==> src/inc/fdg_regs.svh <==
// Constants for the floppy drive control glue
`ifndef FDG_REGS_SVH
`define FDG_REGS_SVH
`define FDG_BASE_ADDR      8'hf8
`define FDG_CTRL_OFFSET    8'h04
`define FDG_CMD_POS        0
`define FDG_CMD_W          3
`define FDG_CMD_FAST_STEP  3'h1
`define FDG_CMD_LATCH      3'h2
`define FDG_CMD_SOFT_RST   3'h0
`define FDG_HEAD4_MASK     8'h37
`define FDG_HEAD4_VAL      8'h02
`define FDG_BIT_DRIVE      4
`define FDG_BIT_RESET      3
`define FDG_BIT_SEL_HI     2
`define FDG_BIT_SEL_LO     1
`define FDG_LATCH_RESET    5'h00
`define FDG_STEP_NS        12000
`define FDG_CLK_NS         10
`define FDG_STEP_CYC       ((`FDG_STEP_NS + `FDG_CLK_NS - 1) / `FDG_CLK_NS)
`define FDG_INDEX_GAP_NS   400000000
`define FDG_INDEX_CYC      (`FDG_INDEX_GAP_NS / `FDG_CLK_NS)
`endif

==> src/inc/fdg_pkg.sv <==
// Types for the floppy drive control glue
package fdg_pkg;
  typedef enum logic [1:0] {
    FDG_SHOT_IDLE,
    FDG_SHOT_RUN
  } fdg_shot_t;
endpackage : fdg_pkg

==> src/verilog/fdg_one_shot.sv <==
// Retriggerable one-shot timer with synchronised trigger
`timescale 1ns/1ps
module fdg_one_shot
  import fdg_pkg::*;
#(
  parameter int unsigned CYCLES = 16,
  parameter bit          SYNC   = 1'b0
) (
  input  wire logic ref_clk,
  input  wire logic reset_n,
  input  wire logic trig,
  output logic      pulse
);
  logic [2:0]  sync_r;
  logic        prev_r;
  logic [31:0] cnt_r;
  fdg_shot_t   state_r;
  wire         trig_s = SYNC ? ((sync_r[2] == sync_r[1]) ? sync_r[1] : prev_r)
                             : trig;
  wire         rise   = trig_s & ~prev_r;

  always_ff @(posedge ref_clk or negedge reset_n) begin
    if (!reset_n) begin
      sync_r  <= 3'h0;
      prev_r  <= 1'b0;
      cnt_r   <= 32'h0;
      state_r <= FDG_SHOT_IDLE;
    end else begin
      sync_r <= {sync_r[1:0], trig};
      prev_r <= trig_s;
      case (state_r)
        FDG_SHOT_IDLE: begin
          if (rise) begin
            cnt_r   <= CYCLES - 32'h1;
            state_r <= FDG_SHOT_RUN;
          end
        end
        FDG_SHOT_RUN: begin
          if (rise) begin
            cnt_r <= CYCLES - 32'h1;
          end else if (cnt_r == 32'h0) begin
            state_r <= FDG_SHOT_IDLE;
          end else begin
            cnt_r <= cnt_r - 32'h1;
          end
        end
        default: state_r <= FDG_SHOT_IDLE;
      endcase
    end
  end

  assign pulse = (state_r == FDG_SHOT_RUN);
endmodule : fdg_one_shot

==> src/verilog/fdg_glue.sv <==
// Floppy drive control glue top level
`timescale 1ns/1ps
`include "fdg_regs.svh"
// Overview of operation
// - Step lines low only when both gates high
// - Controller step fires 12 us high pulse
// - Step rate follows controller step output
// - Direction offered inverted and true
// - Write xx001 gives one-clock fast step
// - Pattern UU00U010 raises fourth head enable
// - Write xx010 latches data bit 4
// - Write xx000 gives one-clock low reset pulse
// - Inverted latch bit 3 as reset level
// - Reset line active on source or master low
// - Input select routes drive 0 or 1 status
// - Output latch bits 2, 1 inverted, 2 true
// - One-of-four decoder makes drive selects
// - Head loads gated commonly and per drive
// - Buffered head load high when loading
// - Controller refuses transfers unless ready high
// - Ready from drive or index one-shot
// - Stall host bus during transfers while ready is low
// - Inner-track polarity chosen by option
// - Control port at switch base plus four
module fdg_glue
  import fdg_pkg::*;
#(
  parameter int unsigned INDEX_CYCLES = `FDG_INDEX_CYC
) (
  input  wire logic       ref_clk,
  input  wire logic       reset_n,
  input  wire logic [4:0] base_switch,
  input  wire logic [7:0] io_addr,
  input  wire logic [7:0] io_wdata,
  input  wire logic       io_write,
  input  wire logic       ctrl_step,
  input  wire logic       step_direction,
  input  wire logic       ctrl_head_load,
  input  wire logic       ctrl_inner_track,
  input  wire logic       ctrl_transfer,
  input  wire logic       step_gate_out,
  input  wire logic       step_gate_in,
  input  wire logic       step_enable_out,
  input  wire logic       step_enable_in,
  input  wire logic       use_fast_step,
  input  wire logic       drive_sel_source,
  input  wire logic [1:0] reset_src_sel,
  input  wire logic       use_index_ready,
  input  wire logic       inner_track_low,
  input  wire logic       use_fourth_enable,
  input  wire logic       drive0_ready_n,
  input  wire logic       drive1_ready_n,
  input  wire logic       drive0_index_n,
  input  wire logic       drive1_index_n,
  input  wire logic       drive0_track0_n,
  input  wire logic       drive1_track0_n,
  input  wire logic       drive0_fault_n,
  input  wire logic       drive1_fault_n,
  input  wire logic       drive0_rdata_n,
  input  wire logic       drive1_rdata_n,
  output logic            step_out_n,
  output logic            step_in_n,
  output logic            step_pulse,
  output logic            dir_in_low,
  output logic            dir_in_high,
  output logic            fast_step_pulse,
  output logic            fourth_head_enable,
  output logic            latched_drive_bit,
  output logic            soft_reset_pulse_n,
  output logic            latched_reset_level,
  output logic            drive_reset_n,
  output logic            drive_input_select,
  output logic            sel_hi_n,
  output logic            sel_lo_n,
  output logic            sel_hi,
  output logic [3:0]      drive_select_n,
  output logic [3:0]      head_load_n,
  output logic            head_load,
  output logic            ctrl_ready,
  output logic            transfer_allowed,
  output logic            index_derived_ready,
  output logic            bus_wait_stall,
  output logic            inner_track_flag,
  output logic            sel_ready,
  output logic            sel_index,
  output logic            sel_track0,
  output logic            sel_fault,
  output logic            sel_rdata
);
  logic [4:0] latch_r;
  logic       fast_r;
  logic       head4_r;
  logic       srst_n_r;
  logic       step_shot;
  logic       index_shot;

  wire [7:0] ctrl_addr  = {base_switch, 3'h0} + `FDG_CTRL_OFFSET;
  wire       ctrl_hit   = io_write && (io_addr == ctrl_addr);
  wire [2:0] cmd        = io_wdata[`FDG_CMD_POS +: `FDG_CMD_W];
  wire       do_fast    = ctrl_hit && (cmd == `FDG_CMD_FAST_STEP);
  wire       do_latch   = ctrl_hit && (cmd == `FDG_CMD_LATCH);
  wire       do_srst    = ctrl_hit && (cmd == `FDG_CMD_SOFT_RST);
  wire       head4_hit  = ctrl_hit &&
    ((io_wdata & `FDG_HEAD4_MASK) == `FDG_HEAD4_VAL);
  wire       sel_index_raw = drive_input_select ? drive1_index_n
                                                : drive0_index_n;
  wire       sel_ready_n   = drive_input_select ? drive1_ready_n
                                                : drive0_ready_n;

  always_ff @(posedge ref_clk or negedge reset_n) begin
    if (!reset_n) begin
      latch_r  <= `FDG_LATCH_RESET;
      fast_r   <= 1'b0;
      head4_r  <= 1'b0;
      srst_n_r <= 1'b1;
    end else begin
      if (do_latch) begin
        latch_r <= io_wdata[4:0];
      end
      fast_r   <= do_fast;
      head4_r  <= head4_hit;
      srst_n_r <= ~do_srst;
    end
  end

  // Step one-shot; its rate comes from the controller's step output
  fdg_one_shot #(
    .CYCLES (`FDG_STEP_CYC),
    .SYNC   (1'b0)
  ) u_step_shot (
    .ref_clk (ref_clk),
    .reset_n (reset_n),
    .trig    (ctrl_step),
    .pulse   (step_shot)
  );

  fdg_one_shot #(
    .CYCLES (INDEX_CYCLES),
    .SYNC   (1'b1)
  ) u_index_shot (
    .ref_clk (ref_clk),
    .reset_n (reset_n),
    .trig    (~sel_index_raw),
    .pulse   (index_shot)
  );

  wire gate_step     = use_fast_step ? fast_r : step_shot;
  wire ready_src     = use_index_ready ? index_shot : ~sel_ready_n;
  wire [1:0] sel_code = {latch_r[`FDG_BIT_SEL_LO], ~latch_r[`FDG_BIT_SEL_HI]};
  wire rst_source;

  assign rst_source = (reset_src_sel == 2'h1) ? srst_n_r :
                      (reset_src_sel == 2'h2) ? ~latch_r[`FDG_BIT_RESET] :
                      1'b1;

  assign step_pulse          = step_shot;
  assign step_out_n = ~(step_gate_out & step_enable_out & gate_step &
                        ~step_direction);
  assign step_in_n  = ~(step_gate_in & step_enable_in & gate_step &
                        step_direction);
  assign dir_in_low          = ~step_direction;
  assign dir_in_high         = step_direction;
  assign fast_step_pulse     = fast_r;
  assign fourth_head_enable  = head4_r;
  assign latched_drive_bit   = latch_r[`FDG_BIT_DRIVE];
  assign soft_reset_pulse_n  = srst_n_r;
  assign latched_reset_level = ~latch_r[`FDG_BIT_RESET];
  assign drive_reset_n       = rst_source & reset_n;
  assign drive_input_select  = drive_sel_source & latched_drive_bit;
  assign sel_hi_n            = ~latch_r[`FDG_BIT_SEL_HI];
  assign sel_lo_n            = ~latch_r[`FDG_BIT_SEL_LO];
  assign sel_hi              = latch_r[`FDG_BIT_SEL_HI];

  genvar gi;
  generate
    for (gi = 0; gi < 4; gi++) begin : g_drive
      wire pick = (sel_code == 2'(gi));
      wire qual = (gi == 3 && use_fourth_enable) ? head4_r : pick;
      assign drive_select_n[gi] = ~pick;
      assign head_load_n[gi]    = ~(ctrl_head_load & qual);
    end
  endgenerate

  assign head_load           = ctrl_head_load;
  assign ctrl_ready          = ready_src;
  assign transfer_allowed    = ctrl_transfer & ready_src;
  assign index_derived_ready = index_shot;
  assign bus_wait_stall      = ctrl_transfer & ~ready_src;
  assign inner_track_flag    = inner_track_low ? ~ctrl_inner_track
                                               : ctrl_inner_track;
  assign sel_ready           = ~sel_ready_n;
  assign sel_index           = ~sel_index_raw;
  assign sel_track0 = ~(drive_input_select ? drive1_track0_n
                                           : drive0_track0_n);
  assign sel_fault  = ~(drive_input_select ? drive1_fault_n
                                           : drive0_fault_n);
  assign sel_rdata  = ~(drive_input_select ? drive1_rdata_n
                                           : drive0_rdata_n);
endmodule : fdg_glue

==> config.mk <==
export PLATFORM = sky130hd
export DESIGN_NAME = fdg_glue
export DESIGN_NICKNAME = d
export VERILOG_FILES = /design/src/inc/fdg_pkg.sv /design/src/verilog/fdg_one_shot.sv /design/src/verilog/fdg_glue.sv
export VERILOG_INCLUDE_DIRS = /design/src /design/src/inc
export SDC_FILE = /design/constraint.sdc
export NUM_CORES = 1
export LEC_CHECK = 0
export BUFFER_PORTS_ARGS = -buffer_cell sky130_fd_sc_hd__clkbuf_2
export CAP_MARGIN = 20
export CORE_ASPECT_RATIO = 1.1
export CORE_MARGIN = 3
export CORE_UTILIZATION = 56
export DETAILED_ROUTE_END_ITERATION = 7
export GPL_TIMING_DRIVEN = 0
export PLACE_DENSITY = 0.8
export SLEW_MARGIN = 5
export SYNTH_ARGS = -nofsm -noshare
export SYNTH_HDL_FRONTEND = slang
export SYNTH_SLANG_ARGS = --single-unit
export TNS_END_PERCENT = 50
==> constraint.sdc <==
create_clock -name ref_clk -period 2.7 [get_ports ref_clk]
set_input_delay 0.405 -clock ref_clk [delete_from_list [all_inputs] [get_ports ref_clk]]
set_output_delay 0.405 -clock ref_clk [all_outputs]
set_load 0.005 [all_outputs]
==> impl_metrics.yaml <==
worst_hold_path:
  hp-class: "in -> reg"
clock_network:
  clkLatencyLatePin_ps: 360
  cts.clk_slew.worst_paths_ps: 80
  cts_root_buffer: "clkbuf_8"
  cts_sinks: 78
  cts_buffers: 9
  clock_path_buffers: 2
  cts_tree: "done"
  htree_levels: 3
place:
  place_area_um2: 5170
  io_buffers: 81
  hpwlAfterDp_mm: 8.56
  place_congestion: 0.899
  dpl_worst_slack_ps: -215
route:
  drc: 0
  via_per_inst: 6.04
  avgRoutedWirePerCell_um: 16.2
  first_pass_iters: 5
  drt_iter0_drc: 236
  vias: 4361
  postRouteAntennaNets: 0
  wirelength_mm: 11.7
run:
  cap_violations: 0
floorplan:
  core-area_um2: 7960
  fp.dieH_um: 101
  die_w_um: 92.4
  start_util_pct: 57.8
  ios: 84
  rows: 34
  dieArea_um2: 9340
timing:
  max_freq_mhz: 385
  finalHoldViolCount: 0
  slew_violations: 0
  worstMarginPinSlew_ps: 701
  rsz0062_at_grt: "false"
  fin_ws_ps: 100
  maxSlewHeadroom_pct: 53.1
  finClkSkew_ps: 13.3
  post-route-period-util_pct: 96.3
  setup_tns_ps: 0
  setup_viol: 0
  fin_crit_ps: 2600
synth:
  syn_area_per_cell_um2: 9.00
  ys_ff_latch: 78
  syn_inst: 511
  netlist.area_leader.share_pct: 41.9
  synth-edff-count: 0
  synth_flop_cell: "dfrtp_1"
  synth_area_leaders: "dfrtp_1 42%, a21oi_1 4.6%, o21ai_0 4.6%"
  syn_area_um2: 4600
  syn-num-nets: 565
  async_flop_share_pct: 100
  ys_warn_count: 0
  synth-seq-area-share_pct: 42.5
  synth.distinct_cells: 61
  synth_top_cell_by_area: "dfrtp_1"
grt:
  grt_pass1_wl_mm: 19.4
  track_usage_pct: 25.6
  grt_overflow_total: 0
  antenna_found_initial: 0
  grt_max_degree: 64
  grt_pass1_vias: 4209
setup_path:
  end_kind: "flip-flop"
  crit_path_max_fanout: 8
  critPathMaxStageDelay_ps: 440
  crit_arrival_ps: 2880
  crit_required_ps: 2980
  path_delay_family: "simple AND/OR/NAND/NOR gates"
  slowest_stage: "dfrtp_2"
  critPathKind: "reg -> reg"
  cp-start-kind: "flip-flop"
  worst-path-buf-inv: 3
  crit_chain: "inv_1, ha_2, or4b_1, buf_2, nor4_4, o211ai_1, buf_4, or3_1, a21oi_1"
final_layout:
  layout-drive-gt1-share_pct: 24.6
  nets: 663
  area_growth_pct: 19.0
  fin_area_um2: 5470
  final_util_pct: 68.8
  antennaDiodeCount: 0
outcome:
  status: "finished, final reports clean"
power_and_ir_drop:
  vdd_drop_max_mv: 0.352
  power.leakage_uw: 0.00242
  p_per_area_nw_per_um2: 497
==> final cells by class <==
type / count / area [µm²]
Clock buffer: 12 / 155
Multi-Input combinational cell: 396 / 2500
Inverter: 15 / 56.3
Timing Repair Buffer: 87 / 475
Tap cell: 108 / 135
Buffer: 22 / 129
Fill cell: 647 / 2480
Clock inverter: 4 / 70.1
Sequential cell: 78 / 1950
==> layout by cell type (no fill, tap or decap), types with 4 or more instances in the layout <==
cell type / count
buf_2: 4
xor2_1: 5
nor3_1: 19
o31ai_1: 14
buf_4: 9
inv_1: 15
or4_1: 17
dfrtp_1: 76
clkbuf_2: 80
nand3b_1: 5
or3_1: 27
mux2i_1: 9
o41ai_1: 4
o211ai_1: 4
or2_2: 11
clkbuf_1: 11
a31oi_1: 14
nand4_1: 11
nor2_1: 47
o21ai_0: 41
a41oi_1: 4
a21oi_1: 42
clkbuf_8: 11
nand2_1: 37
nor4_1: 5
nand2b_1: 8
nor4_4: 4
nand3_1: 15
==> path summary, 6_finish.rpt <==
check / start / to / slack, ps / depth (start not counted)
worst min register to register: u_index_shot.sync_r[0] / u_index_shot.sync_r[1] / 370 / 0
max in group asynchronous: reset_n / soft_reset_pulse_n / 1580 / 3
worst max register to register: u_step_shot.cnt_r[0] / u_step_shot.cnt_r[20] / 100 / 9
worst min-delay path: ctrl_step / u_step_shot.prev_r / 170 / 1
worst max-delay path: u_step_shot.cnt_r[0] / u_step_shot.cnt_r[20] / 100 / 9
min in group asynchronous: reset_n / u_index_shot.cnt_r[28] / 480 / 2
==> power by group <==
group          leakage, µW  internal [µW]  switching (µW)
registers         0.000954           1250            96.7
clock network     0.000116            569             435
logic              0.00135            168             207
total              0.00242           1980             739
==> through the flow <==
stage	instances	power, µW	hold WS (ps)
2_1_floorplan	511	1570	109
3_3_place_gp	700	1700	333
3_5_place_dp	701	1730	327
4_1_cts	720	2730	154
5_1_grt	722	2840	171
6_report	722	2720	168
==> Yosys cell counts (all sizes together) (2+ instances only) <==
library cell and instances:
nor3b 4, o21a 2, or4 18, ha 4, nand4 11, inv 15, o41ai 4, o21ai 42
nor3 21, nor4b 3, a21oi 42, nor4 11, mux2i 9, nand3b 6, or4b 3, o31ai 14
a41oi 5, xnor2 2, or2 11, o211ai 4, and3 2, nand3 15, nand2b 8, nor2 48
and2 3, a31oi 15, dfrtp 77, a32o 2, mux2 3, or3 27, xor2 5, and4 2
clkbuf 10, nand2 37, buf 12
==> registers in the layout (all words and copies together) (netlist names) <==
name                  cells
fast_step_pulse           1
fourth_head_enable        1
latch_r                   4
soft_reset_pulse_n        1
u_index_shot.cnt_r       32
u_index_shot.prev_r       1
u_index_shot.state_r      1
u_index_shot.sync_r       3
u_step_shot.cnt_r        32
u_step_shot.prev_r        1
u_step_shot.state_r       1
==> worst register-to-register path, cell delays in order, from the launching register on <==
cell,delay (ps)
dfrtp_2,440
inv_1,70
ha_2,220
or4b_1,450
buf_2,210
nor4_4,320
o211ai_1,190
buf_4,190
or3_1,300
a21oi_1,150
==> logic make-up (layout without fill, tap and decap cells) <==
logic type      Yosys count  count (layout)  share of synthesized area (%)
compound gates          139             139                           18.4
xor+xnor                  7               7                           1.33
fa+ha+maj                 5               5                           1.31
buf+inv                  37             140                           4.03
flops                    78              78                           42.5
mux                      12              12                           2.69
simple gates            233             233                           29.8
==> routing by layer <==
metal / part of all wire, % / wire length [µm] / up-vias / track usage [%]
met1: 43 / 5040 / 2086 / 33.3
met2: 50 / 5820 / 133 / 42.3
met3: 4.3 / 505 / 29 / 3.51
met5: 0 / 0 / - / 0
li1: - / - / 2113 / -
met4: 2.7 / 317 / 0 / 11.9
==> what timing repair did <==
| item | 4_1_cts | 5_1_grt |
|---|---|---|
| endpoints found under the hold margin | 16 | 0 |
| pin swaps | 1 | 3 |
| setup buffers | 2 | 2 |
| hold buffers | 1 | 0 |
| setup endpoints to repair | 13 | 46 |
| resized for setup | 1 | 9 |
| gates cloned | 0 | 0 |
No activity file was read; power rests on OpenSTA's default activity.
